**config.mk**
```make
export PLATFORM = sky130hd
export DESIGN_NAME = fnvc_config_one
export DESIGN_NICKNAME = d
export VERILOG_FILES = /design/src/include/fnvc_pkg.sv /design/src/verilog/fnvc_timer.sv /design/src/verilog/fnvc_config_one.sv
export SDC_FILE = /design/constraint.sdc
export NUM_CORES = 1
export LEC_CHECK = 0
export BUFFER_PORTS_ARGS = -buffer_cell sky130_fd_sc_hd__buf_4
export CAP_MARGIN = 0
export CORE_AREA = 2 2 80 82
export DETAILED_ROUTE_END_ITERATION = 10
export DIE_AREA = 0 0 82 84
export SYNTH_ARGS = -nofsm -noshare
export SYNTH_HDL_FRONTEND = slang
export SYNTH_HIERARCHICAL = 1
export SYNTH_SLANG_ARGS = --single-unit
export TNS_END_PERCENT = 1
```
**constraint.sdc**
```tcl
create_clock -name CLK -period 2.3 [get_ports CLK]
set_input_delay 0.345 -clock CLK [delete_from_list [all_inputs] [get_ports CLK]]
set_output_delay 0.345 -clock CLK [all_outputs]
set_load 0.02 [all_outputs]
```
**src/include/fnvc_pkg.sv**
```systemverilog
// Purpose: shared constants and types for the nonvolatile config one block
// Assumes: 10 MHz CLK, byte-wide register command port
// Notes:   bit positions, reset value and write-time counts live here
package fnvc_pkg;
   // ------------------------------------------------------------
   // register layout
   // ------------------------------------------------------------
   localparam logic [7:0] FNVC_RESET        = 8'h00;
   localparam int         FNVC_POS_ORIGIN   = 5;
   localparam int         FNVC_POS_SOURCE   = 3;
   localparam int         FNVC_POS_PARAM    = 2;
   localparam int         FNVC_POS_QUAD     = 1;
   localparam int         FNVC_POS_FREEZE   = 0;
   localparam logic [7:0] FNVC_OTP_MASK     = 8'h2c;
   localparam logic [7:0] FNVC_VALID_MASK   = 8'h2f;
   localparam logic [2:0] FNVC_BP_ALL       = 3'h7;
   // command codes
   localparam logic [7:0] FNVC_CMD_WRR      = 8'h01;
   localparam logic [7:0] FNVC_CMD_WRITE_ANY_REGISTER_CMD     = 8'h71;
   localparam logic [7:0] FNVC_CMD_READ_ANY_REGISTER_CMD     = 8'h65;
   // ------------------------------------------------------------
   // timing
   // ------------------------------------------------------------
   localparam int FNVC_CLK_MHZ        = 10;
   localparam int FNVC_NV_WRITE_US    = 200;  // nonvolatile write time
   localparam int FNVC_V_WRITE_NS     = 50;   // volatile write time
   localparam int FNVC_NV_CYCLES      = FNVC_NV_WRITE_US * FNVC_CLK_MHZ;
   localparam int FNVC_V_CYCLES_RAW   = (FNVC_V_WRITE_NS * FNVC_CLK_MHZ + 999) / 1000;
   localparam int FNVC_V_CYCLES       = (FNVC_V_CYCLES_RAW < 1) ? 1 : FNVC_V_CYCLES_RAW;
   localparam int FNVC_CNT_W          = 12;
   // write request carrier
   typedef struct packed {
      logic       write_registers_cmd;      // write-registers, one cycle
      logic       write_any_register_cmd;     // write-any-register
      logic [7:0] data;
   } fnvc_wr_t;
   typedef enum logic [1:0] {
      FNVC_IDLE    = 2'b00,
      FNVC_BUSY_V  = 2'b01,
      FNVC_BUSY_NV = 2'b11
   } fnvc_state_t;
endpackage : fnvc_pkg

```
**src/verilog/fnvc_timer.sv**
```systemverilog
// Purpose: one-shot countdown that times a register write
// Assumes: load and count on the same clock
// Notes:   done is a one-cycle pulse when the count runs out
`timescale 1ns/1ns
module fnvc_timer
   import fnvc_pkg::*;
(
   input  wire logic                  CLK,
   input  wire logic                  RST_N,
   input  wire logic                  load,
   input  wire logic [FNVC_CNT_W-1:0] count,
   output logic                       done
);
   logic [FNVC_CNT_W-1:0] remain;
   wire                   running = (remain != '0);
   // ------------------------------------------------------------
   // countdown
   // ------------------------------------------------------------
   always_ff @(posedge CLK or negedge RST_N)
   begin
      if (!RST_N)
      begin
         remain <= '0;
         done   <= 1'b0;
      end
      else
      begin
         done <= running && (remain == FNVC_CNT_W'(1));
         if (load)
            remain <= count;
         else if (running)
            remain <= remain - FNVC_CNT_W'(1);
      end
   end
endmodule : fnvc_timer

```
**src/verilog/fnvc_config_one.sv**
```systemverilog
// Purpose: nonvolatile protection and interface config register, byte one
// Assumes: command decoder hands over whole write bytes with the wel check
// Notes:   freeze default has no write path; it keeps its reset value of zero
`timescale 1ns/1ns
// Summary of operation
// - write-registers/any-register and nonvolatile four-lane mode change; read-any reads back
// - eight bits reset zero; 7,6,4 reserved
// - origin bit: 0 top, 1 bottom protection
// - otp bits never return to zero, no error
// - source zero: nonvolatile levels, long write
// - source set programs nonvolatile levels to 111
// - source one: volatile levels only, short write
// - parameter bit one top, zero bottom
// - parameter bit ignored with uniform sectors
// - origin and parameter bits independent
// - quad default writable, not carried in the volatile copy
// - nonvolatile four-lane mode forces quad default
// - four-lane mode active blocks quad clear
// - freeze default read only, seeds freeze; FREEZE here is a separate input, not loaded from it
// - volatile copies track nonvolatile otp bits
// - freeze holds protection bits, no error
module fnvc_config_one
   import fnvc_pkg::*;
(
   input  wire logic     CLK,
   input  wire logic     RST_N,
   input  wire fnvc_wr_t WR_REQ,           // one-cycle write strobe with byte
   input  wire logic     WRITE_ENABLE_LATCH,
   input  wire logic     RD_REQ,           // read-any-register strobe
   input  wire logic     FOUR_LANE_NV_SET, // nonvolatile four-lane mode programmed
   input  wire logic     FOUR_LANE_COMMAND_MODE,
   input  wire logic     FREEZE,           // volatile freeze bit
   input  wire logic     UNIFORM_SECTORS,
   input  wire logic [2:0] BP_LEVEL_IN,    // new block protect level with the write
   output logic [7:0]    NONVOLATILE_PROTECTION_INTERFACE_CONFIG,
   output logic [7:0]    VOLATILE_COPY,
   output logic [7:0]    RD_DATA,
   output logic          RD_VALID,
   output logic [2:0]    BLOCK_PROTECT_LEVEL_NONVOLATILE,
   output logic [2:0]    BLOCK_PROTECT_LEVEL,
   output logic          PROTECT_FROM_BOTTOM,
   output logic          PARAM_AT_TOP,
   output logic          PARAM_AT_BOTTOM,
   output logic          BUSY,
   output logic          WRITE_DONE
);
   // ------------------------------------------------------------
   // state
   // ------------------------------------------------------------
   logic [7:0]  cfg;
   logic [2:0]  block_protect_level_nonvolatile;
   logic [2:0]  bp_v;
   fnvc_state_t state;
   logic        pend_wrr;
   logic [7:0]  pend_data;
   logic [2:0]  pend_bp;
   logic        timer_done;
   // ------------------------------------------------------------
   // write decode
   // ------------------------------------------------------------
   // write enable gate
   wire accept     = (WR_REQ.write_registers_cmd || WR_REQ.write_any_register_cmd) && WRITE_ENABLE_LATCH && (state == FNVC_IDLE);
   wire source_vol = cfg[FNVC_POS_SOURCE];
   wire [7:0] wr_clean = pend_data & FNVC_VALID_MASK;
   wire [7:0] otp_next = (cfg | wr_clean) & FNVC_OTP_MASK;
   wire [7:0] prot_next = FREEZE ? (cfg & FNVC_OTP_MASK) : otp_next;
   // quad written, clear refused in four-lane mode
   wire quad_req  = wr_clean[FNVC_POS_QUAD];
   wire quad_next = quad_req || FOUR_LANE_COMMAND_MODE || FOUR_LANE_NV_SET;
   wire [7:0] next_cfg = prot_next
                       | ({7'h00, quad_next} << FNVC_POS_QUAD)
                       | {7'h00, cfg[FNVC_POS_FREEZE]};
   // source turning on forces nonvolatile levels to all ones
   wire source_rise = next_cfg[FNVC_POS_SOURCE] && !source_vol;
   wire nv_write = !source_vol;
   wire [FNVC_CNT_W-1:0] wr_cycles = nv_write ? FNVC_CNT_W'(FNVC_NV_CYCLES)
                                              : FNVC_CNT_W'(FNVC_V_CYCLES);
   // ------------------------------------------------------------
   // write timer
   // ------------------------------------------------------------
   fnvc_timer u_timer (
      .CLK   (CLK),
      .RST_N (RST_N),
      .load  (accept),
      .count (wr_cycles),
      .done  (timer_done)
   );
   // ------------------------------------------------------------
   // capture request and sequence
   // ------------------------------------------------------------
   always_ff @(posedge CLK or negedge RST_N)
   begin
      if (!RST_N)
      begin
         state     <= FNVC_IDLE;
         pend_wrr  <= 1'b0;
         pend_data <= 8'h00;
         pend_bp   <= 3'h0;
      end
      else if (accept)
      begin
         state     <= nv_write ? FNVC_BUSY_NV : FNVC_BUSY_V;
         pend_wrr  <= WR_REQ.write_registers_cmd;
         pend_data <= WR_REQ.data;
         pend_bp   <= BP_LEVEL_IN;
      end
      else if (timer_done)
         state <= FNVC_IDLE;
   end
   // ------------------------------------------------------------
   // register commit at end of write time
   // ------------------------------------------------------------
   // commanded writes and nonvolatile four-lane mode change contents, zero reset
   always_ff @(posedge CLK or negedge RST_N)
   begin
      if (!RST_N)
         cfg <= FNVC_RESET;
      else if (timer_done)
         cfg <= next_cfg;
      else if (FOUR_LANE_NV_SET)
         // four-lane mode pulls quad default up
         cfg[FNVC_POS_QUAD] <= 1'b1;
   end
   // block protect levels
   always_ff @(posedge CLK or negedge RST_N)
   begin
      if (!RST_N)
      begin
         block_protect_level_nonvolatile <= 3'h0;
         bp_v  <= 3'h0;
      end
      else if (timer_done)
      begin
         if (source_rise && !FREEZE)
         begin
            block_protect_level_nonvolatile <= FNVC_BP_ALL;
            bp_v  <= pend_wrr ? pend_bp : bp_v;
         end
         else if (pend_wrr && !FREEZE)
         begin
            if (nv_write)
               block_protect_level_nonvolatile <= pend_bp;
            bp_v <= pend_bp;
         end
      end
   end
   // ------------------------------------------------------------
   // outputs, all registered
   // ------------------------------------------------------------
   // volatile copies follow; decoded per bit
   always_ff @(posedge CLK or negedge RST_N)
   begin
      if (!RST_N)
      begin
         NONVOLATILE_PROTECTION_INTERFACE_CONFIG <= FNVC_RESET;
         VOLATILE_COPY                    <= FNVC_RESET;
         BLOCK_PROTECT_LEVEL_NONVOLATILE  <= 3'h0;
         BLOCK_PROTECT_LEVEL              <= 3'h0;
         PROTECT_FROM_BOTTOM              <= 1'b0;
         PARAM_AT_TOP                     <= 1'b0;
         PARAM_AT_BOTTOM                  <= 1'b0;
         BUSY                             <= 1'b0;
         WRITE_DONE                       <= 1'b0;
         RD_DATA                          <= 8'h00;
         RD_VALID                         <= 1'b0;
      end
      else
      begin
         NONVOLATILE_PROTECTION_INTERFACE_CONFIG <= cfg;
         VOLATILE_COPY                    <= cfg & FNVC_OTP_MASK;
         BLOCK_PROTECT_LEVEL_NONVOLATILE  <= block_protect_level_nonvolatile;
         BLOCK_PROTECT_LEVEL              <= source_vol ? bp_v : block_protect_level_nonvolatile;
         PROTECT_FROM_BOTTOM              <= cfg[FNVC_POS_ORIGIN];
         PARAM_AT_TOP      <= !UNIFORM_SECTORS && cfg[FNVC_POS_PARAM];
         PARAM_AT_BOTTOM   <= !UNIFORM_SECTORS && !cfg[FNVC_POS_PARAM];
         BUSY              <= accept || (state != FNVC_IDLE && !timer_done);
         WRITE_DONE        <= timer_done;
         RD_VALID          <= RD_REQ;
         if (RD_REQ)
            RD_DATA <= cfg & FNVC_VALID_MASK;
      end
   end
endmodule : fnvc_config_one

```
# == After elaboration in Yosys (flattened, before gate mapping) ==
# Index checks and enable logic that the tools add are counted.
# op_classes
n_eq_ne,3
reduce_logical,27
n_addsub,1
mux,16
bitwise_logic,3
# ops
operator,count
2-to-1 mux 12 bit,2
2-to-1 mux 3 bit,7
== test 12 x 1 -> 1 bit (second input constant),1
nonzero test 12 bit,1
subtractor 12 x 1 -> 12 bit (second input constant),1
2-to-1 mux 11 bit,1
nonzero test 2 bit,5
logical AND 1 bit,9
2-to-1 mux 2 bit,3
2-to-1 mux 6 bit,1
bitwise OR 6 x 1 -> 6 bit,1
bitwise OR 6 x 2 -> 6 bit,1
bitwise OR 6 bit,1
AND reduction 3 bit,2
logical NOT 1 bit,5
logical OR 1 bit,4
logical NOT 2 bit,1
2-to-1 mux 1 bit,2
inequality test 2 x 1 -> 1 bit (second input constant),1
inequality test 2 bit (second input constant),1
# word_totals
input_bits,21
regBits,63

# == Longest topological paths before layout ==
# Gate-level depths: netlist (run 1).
# logic_depth
ltp_word,8
mapped_depth,8
depth_no_buf,7

# == Cells and area by module ==
# The synthesis (run 1) kept the hierarchy.
# by_module_without_submodules
mod,n_inst,cells_each,seq_area_each_um2,area_per_inst_um2
fnvc_config_one,1,106,975.9,1551.5
fnvc_timer,1,83,325.3,804.5

# == Worst setup path before layout (run 1) ==
# No wires, ideal clock.
# synth_timing
path_type,reg2reg
start,register state[1]
end,register u_timer.remain[11]
slack_ns,0.653
path_stages_with_launch,9
setup_ns,0.077
arrival_time_ns,1.569
path_cell_list,dfrtp_1 -> nor3b_4 -> o21ai_2 -> inv_8 -> nor2b_1 -> nand4_1 -> clkbuf_1 -> o21ai_0 -> a21oi_1
# synth_via
elab_chain_cells,3
# synth_rtl
item,line,source
start: declaration,fnvc_config_one.sv:53,fnvc_state_t state;
start signal: assignment,fnvc_config_one.sv:102,state <= nv_write ? FNVC_BUSY_NV : FNVC_BUSY_V;
logical NOT 2 bit *,fnvc_config_one.sv:62,wire accept = (WR_REQ.write_registers_cmd || WR_REQ.write_any_register_cmd) && WRITE_ENABLE_LATCH && (state == ...
logical AND 1 bit *,fnvc_config_one.sv:62,
via accept,fnvc_config_one.sv:62,
2-to-1 mux 12 bit or nonzero test 2 bit (tied branches),--,
end signal: assignment,fnvc_timer.sv:30,remain <= count;
end signal: assignment,fnvc_timer.sv:32,remain <= remain - FNVC_CNT_W'(1);
end: declaration,fnvc_timer.sv:14,logic [FNVC_CNT_W-1:0] remain;
# Mark *: on every way through the listed nets, which the timed path passes. The rest lies on a longest branch.
# A chain may end at the register's enable or synchronous reset.

# == Worst setup path after layout (run 1) ==
# layout_timing
start,register state[1]
end,register u_timer.remain[7]
# Same word-level chain as after synthesis.

==> metrics, run 1 <==
Port Buffers=39; buffer and inverter count on the worst path=2; Initial Utilization=38.6%; minimum clock period=1.90 ns; syn avg cell area=12.5 sq um; Synth-to-Final Area Change=18.9%; fill cell count=566; synth top area cells=dfrtp_1 (55%), mux2_2 (6.2%), buf_4 (5.4%); crit-path max FO=14; ys async rst share=100%; gr usage total=12.3%; 1st-pass router iterations=4; final hold viol count=0; I/O pin cnt=57; via count=1447; GRT overflow=0; Slew Limit Fails=0; vias per cell=4.67; clk_skew=0.00329 ns; status=finished, final reports clean; most frequent cells in the layout=dfrtp_1 (52), buf_4 (41), conb_1 (18); total power=2.22 mW; instance count on the critical path=8; family with the most delay on the worst path=simple AND/OR/NAND/NOR gates; vias in the first global route=1332; Placed Instances=303; f_max=0.526 GHz; crit-path max cell delay=0.42 ns; maximum clock path buffer count=2; die area=0.00689 sq mm; post-synth top area share=55.2%; hold_buf cts=0; Fin Setup TNS=0 ns; crit path max-delay cell type=dfrtp_1; YS warnings=6; CTS tree=done; Antenna Nets Post-Route=0; Clock transition at path regs=0.09 ns; largest net degree at the start of global routing=53; # rows=29; residual DRC count=0; Synth Flop Type=dfrtp_1; Startpoint Class=flop; Final period util=82.6%; Worst slew margin=57.4%; Setup Fix Bufs, Post-CTS=0; top cell type by total area after synthesis=dfrtp_1; most frequent CP cell=o21ai_2; antenna cells=0; Layout Utilization=46.0%; maximum vdd ir drop=328 uV; worst hold path type=input port to asynchronous set/reset pin; post-DP HPWL=2690 um; Die Ht=84 um; Final nets=257; measured slew at the worst slew-check pin=0.640 ns; first-pass GRT wire length=6370 um; CP Data Arrival Time=2.12 ns; clock sinks=52; Setup-failing EPs final=0; RSZ-0062 raised after global routing=no; initial antenna violation count=0; Pleak=1.36 nW; layout cells sized above 1=35.2%; synthesized cell area=0.00236 sq mm; sequential area share after synthesis=55.2%; R2R cell count=8; CP Cell Sequence=nor3b_4, o21ai_2, inv_8, nor2b_1, nand4_1, buf_4, o21ai_2, a221oi_2; post-CTS sizing=0; Layout Cells excl Fill=310; most common cell after layout, fill and taps aside=dfrtp_1; number of synthesized flops with an enable pin=0; 1st-iter DRT viols=79; synthesized instance count=189; Routability Congestion=0.771; CTS HTree Levels=2; core area=0.00610 sq mm; DRT Wirelength=3950 um; Die Width=82 um; worst skew pair latency=0.30 ns; wire per inst=12.8 um; Pwr Density=794 mW/mm^2; CP required=2.52 ns; CTS buffer count=5; MaxCap Viol Count=0; CTS root buffer=clkbuf_8; synth unique cells=51; critical path type=flop to flop; number of synthesized register bits=52; worst hold slack=0.0517 ns; Critical Path End Type=flop
metrics by stage:
stage / setup WS (ns) / instance area, sq um
6_report: 0.399 / 2800
5_1_grt: 0.270 / 2800
4_1_cts: 0.394 / 2800
3_5_place_dp: 0.390 / 2670
3_3_place_gp: 0.356 / 2670
2_1_floorplan: 0.653 / 2420
area by class of cell:
type	instances	area [sq um]	share of cell area, %
clock buffer	5	68.8	2.46
clock inverter	2	60.1	2.14
inverter	8	37.5	1.34
multi-input combinational	125	930	33.2
sequential	52	1300	46.4
tap	77	96.3	3.44
timing repair buffer	41	308	11.0
sequential cells by signal, indices dropped and copies added, names as in the netlist, 3 cells and up:
| signal | flops |
|---|---|
| BLOCK_PROTECT_LEVEL | 3 |
| RD_DATA | 4 |
| bp_v | 3 |
| pend_data | 4 |
| pend_bp | 3 |
| BLOCK_PROTECT_LEVEL_NONVOLATILE | 3 |
| block_protect_level_nonvolatile | 3 |
| u_timer/remain | 12 |
| cfg | 4 |
where the power goes:
group / switching, mW / internal, mW
combinational: 0.173 / 0.190
clock: 0.287 / 0.428
sequential: 0.139 / 1.01
total: 0.599 / 1.63
worst reg2reg max path: cells and delay by family (launching register included):
| kind | cells | cell delay, ns |
|---|---|---|
| flops | 1 | 0.42 |
| simple gates | 3 | 0.56 |
| compound gates | 3 | 0.46 |
| buf+inv | 2 | 0.37 |
cells in the mapped netlist, drive strengths merged (3+ instances only):
library cell and number:
inv 8, nand2 11, xor2 3, o211a 3, nand2b 4, nor3 5, nor4 3, xnor2 3
buf 19, a21oi 6, dfrtp 52, o21ai 10, nor2 9, mux2 20, ha 3
path summary, 6_finish.rpt:
kind | endpoint | startpoint | slack, ns
min | pend_bp[0]$_DFFE_PN0P_ | RST_N | 0.05
max reg2reg | u_timer/remain[7]$_DFFE_PN0P_ | state[1]$_DFFE_PN0P_ | 0.40
min reg2reg | BLOCK_PROTECT_LEVEL_NONVOLATILE[1]$_DFF_PN0_ | block_protect_level_nonvolatile[1]$_DFFE_PN0P_ | 0.40
min in group CLK | PARAM_AT_BOTTOM$_DFF_PN0_ | UNIFORM_SECTORS | 0.18
max | u_timer/remain[7]$_DFFE_PN0P_ | state[1]$_DFFE_PN0P_ | 0.40
max in group asynchronous | u_timer/done$_DFF_PN0_ | RST_N | 1.81
logic make-up (layout without fill, tap and decap cells):
logic type	Yosys count	count (layout)	synth area share, %
AO/OA/AOI/OAI	32	32	9.83
XOR/XNOR	6	6	2.23
adder cells (fa/ha/maj)	3	3	1.59
buffers and inverters	29	56	8.02
flip-flops	52	52	55.2
multiplexers	20	20	10.7
other	1	18	0.159
AND/OR/NAND/NOR	46	46	12.3
per-layer routing:
layer  wire length [um]  GRT usage [%]  vias up
met5                  0              0        -
met4                103           6.52        0
met3                252           2.71        9
met2               1750           18.3       46
met1               1850           16.5      683
li1                   -              -      709
Power figures use the tool's default switching activity.
==> run 2: changes to the inputs <==
--- a/config.mk
+++ b/config.mk
@@ -5,11 +5,12 @@
 export SDC_FILE = /design/constraint.sdc
 export NUM_CORES = 1
 export LEC_CHECK = 0
+export ABC_AREA = 1
 export BUFFER_PORTS_ARGS = -buffer_cell sky130_fd_sc_hd__buf_4
 export CAP_MARGIN = 0
-export CORE_AREA = 2 2 80 82
+export CORE_AREA = 2 2 82 84
 export DETAILED_ROUTE_END_ITERATION = 10
-export DIE_AREA = 0 0 82 84
+export DIE_AREA = 0 0 84 86
 export SYNTH_ARGS = -nofsm -noshare
 export SYNTH_HDL_FRONTEND = slang
 export SYNTH_HIERARCHICAL = 1
==> constraint.sdc (replaced) <==
create_clock -name CLK -period 1.5 [get_ports CLK]
set_input_delay 0.225 -clock CLK [delete_from_list [all_inputs] [get_ports CLK]]
set_output_delay 0.225 -clock CLK [all_outputs]
set_load 0.02 [all_outputs]
==> run 2 against run 1 <==
  * Clock power increased by 17%
  * Worst setup slack got worse by 0.29 ns
  * Sequential cell count unchanged
  * Fmax increased by 36%
  * Power increased by 5.4%
  * Register-to-register slack got worse by 0.29 ns
  * Cell area increased by 4.1%
  * Worst hold slack improved by 0.0078 ns
  * Final cell count increased by 30%
  * Global-route usage increased by 0.80 points
  * Critical endpoint is now u_timer/remain[11]$_DFFE_PN0P_
  * Highest routed layer unchanged
==> metrics, run 2 <==
number of synthesized register bits=52 (unchanged); Post-DP Area=0.00275 sq mm (+2.9%); Setup-failing EPs final=0 (unchanged); Synth-to-Final Area Change=19.7%; CTS HTree Levels=2 (unchanged); initial antenna violation count=0 (unchanged); measured slew at the worst slew-check pin=0.651 ns (+0.0111 ns); post-DP HPWL=3120 um (+16%); 1st-iter DRT viols=131 (+66%); crit-path max FO=5 (-9); Die Width=84 um (+2.4%); minimum clock period=1.39 ns (-0.506 ns); maximum vdd ir drop=375 uV (+14%); Antenna Nets Post-Route=0 (unchanged); Worst slew margin=56.6% (-0.74 points); # rows=29 (unchanged); met1 Resource Use GR=17.6% (+1.1 points); Final nets=348 (+35%); Critical R2R Launch=u_timer/remain[1]$_DFFE_PN0P_; met2 GRT Util=20.6% (+2.3 points); Fin Setup TNS=0 ns (unchanged); core area=0.00628 sq mm (+3.0%); syn avg cell area=8.96 sq um (-28%); layout cells sized above 1=25.8% (-9.3 points); Port Buffers=39 (unchanged); worst reg2reg endpoint=u_timer/remain[11]$_DFFE_PN0P_; sequential area share after synthesis=53.4% (-1.8 points); ys async rst share=100% (unchanged); Critical Path End Type=flop; synth unique cells=29 (-43%); Place WS=0.0684 ns (-0.321 ns); synthesized instance count=272 (+44%); top cell type by total area after synthesis=dfrtp_1; worst hold path type=input port to flop; Final period util=93.0% (+10 points); die area=0.00722 sq mm (+4.9%); YS warnings=6 (unchanged); residual DRC count=0 (unchanged); Initial Utilization=38.8% (+0.16 points); gr usage total=13.1% (+0.80 points); first-pass GRT wire length=7510 um (+18%); status=finished, final reports clean; clock sinks=52 (unchanged); Startpoint Class=flop; Clock transition at path regs=0.10 ns (about the same); most frequent cell after synthesis=nand2_1; I/O pin cnt=57 (unchanged); Synth Flop Type=dfrtp_1; GRT overflow=0 (unchanged); critical path type=flop to flop; CP required=1.70 ns (-0.82 ns); Slew Limit Fails=0 (unchanged); vias per cell=4.52 (-3.2%); MaxCap Viol Count=0 (unchanged); vias in the first global route=1620 (+22%); FF-to-FF setup slack=0.11 ns (-0.29 ns); Top reg by flops=u_timer/remain; Die Ht=86 um (+2.4%); max reg flops=12 (unchanged); RSZ-0062 raised after global routing=no; Synth top cells by count=nand2_1 (79), dfrtp_1 (52), nor2_1 (26); wire per inst=11.3 um (-12%); CP Data Arrival Time=1.60 ns (-0.52 ns); most common cell after layout, fill and taps aside=nand2_1; Min-Delay Endpoint=PARAM_AT_BOTTOM$_DFF_PN0_; f_max=0.717 GHz (+36%); synthesized cell area=0.00244 sq mm (+3.4%); layer with the highest usage=met2; hold path depth=2; CTS tree=done; 1st-pass router iterations=4 (unchanged); DRT Wirelength=4530 um (+15%); largest net degree at the start of global routing=53 (unchanged); crit path from=u_timer/remain[1]$_DFFE_PN0P_; antenna cells=0 (unchanged); fin area=0.00292 sq mm (+4.1%); synth top area cells=dfrtp_1 (53%), nand2_1 (12%), buf_4 (5.5%); Pleak=1.52 nW (+12%); CTS root buffer=clkbuf_8; M3 GR Usage=2.69% (-0.011 points); post-synth top area share=53.4% (-1.8 points); most frequent cells in the layout=nand2_1 (79), dfrtp_1 (52), buf_4 (46); clk_skew=0.0103 ns (+0.00702 ns); R2R cell count=9 (+1); via count=1816 (+26%); worst skew pair latency=0.31 ns (about the same); Pwr Density=804 mW/mm^2 (+1.2%); CTS buffer count=5 (unchanged); Routability Congestion=0.806 (+4.5%); final hold viol count=0 (unchanged); beginning of the worst hold path=UNIFORM_SECTORS; fin worst setup slack=0.105 ns (-0.294 ns); maximum clock path buffer count=2 (unchanged); number of synthesized flops with an enable pin=0 (unchanged)
[run 2: what timing repair did]
action                                 in CTS  in global routing
setup endpoints to repair                   0                  9
resized for setup                           0                  5
endpoints found under the hold margin      52                  0
buffers inserted                            0                  4
hold buffers                                1                  0
[run 2: power by group]
group / switching [mW] / leakage (nW) / total (mW) / internal [mW]
clock network: 0.492 / 0.0452 / 0.833 / 0.341
logic: 0.0738 / 0.854 / 0.108 / 0.0338
registers: 0.000576 / 0.619 / 1.40 / 1.40
total: 0.566 / 1.52 / 2.34 / 1.78
[run 2: final cells by class]
cell class | count | area [sq um]
fillers | 630 | 3360
flip-flops and latches | 52 | 1300
multi-input cells | 190 | 931
repair buffers | 48 | 375
inverters | 27 | 119
well taps | 77 | 96.3
clock buffers | 5 | 68.8
clock inverters | 3 | 25.0
[run 2: worst max path at each step]
stage / slack (ns) / endpoint
3_5_place_dp: 0.07 / u_timer/remain[11]$_DFFE_PN0P_
3_3_place_gp: 0.09 / u_timer/remain[11]$_DFFE_PN0P_
4_1_cts: 0.04 / u_timer/remain[11]$_DFFE_PN0P_
6_report: 0.11 / u_timer/remain[11]$_DFFE_PN0P_
5_1_grt: 0.004 / u_timer/remain[11]$_DFFE_PN0P_
2_1_floorplan: 0.12 / u_timer/remain[0]$_DFFE_PN0P_
[run 2: stage by stage]
stage / hold slack [ns] / utilization, % / power, mW / std cells
2_1_floorplan: -0.0706 / - / 1.50 / 289
3_3_place_gp: 0.299 / 43.8 / 1.54 / 388
3_5_place_dp: 0.299 / 43.8 / 1.54 / 388
4_1_cts: 0.0490 / 45.5 / 2.38 / 397
5_1_grt: 0.0453 / 46.5 / 2.45 / 402
6_report: 0.0596 / 46.5 / 2.34 / 402
[run 2: metal layers]
metal | up-vias | part of all wire [%] | wire (um)
met4 | 0 | 1.9 | 86
li1 | 920 | - | -
met2 | 47 | 48 | 2160
met1 | 844 | 46 | 2100
met5 | - | 0 | 0
met3 | 5 | 4.3 | 194
[run 2: cell families after synthesis]
logic type | count (synthesis) | synth area share [%]
muxes | 2 | 0.924
xor gates and xnor gates | 1 | 0.360
buffers and inverters | 48 | 11.5
DFF | 52 | 53.4
adders and majority gates | 3 | 1.54
other | 1 | 0.154
and+or+nand+nor | 136 | 25.5
AOI/OAI and AO/OA | 29 | 6.57
[run 2: critical path, cell delays in order, from the launching register on]
cell     delay, ns
dfrtp_1       0.41
inv_2         0.09
ha_2          0.21
nand2_4       0.06
nor2_4        0.14
nand3_4       0.14
inv_4         0.12
nor2_1        0.04
nand2_1       0.05
inv_1         0.03
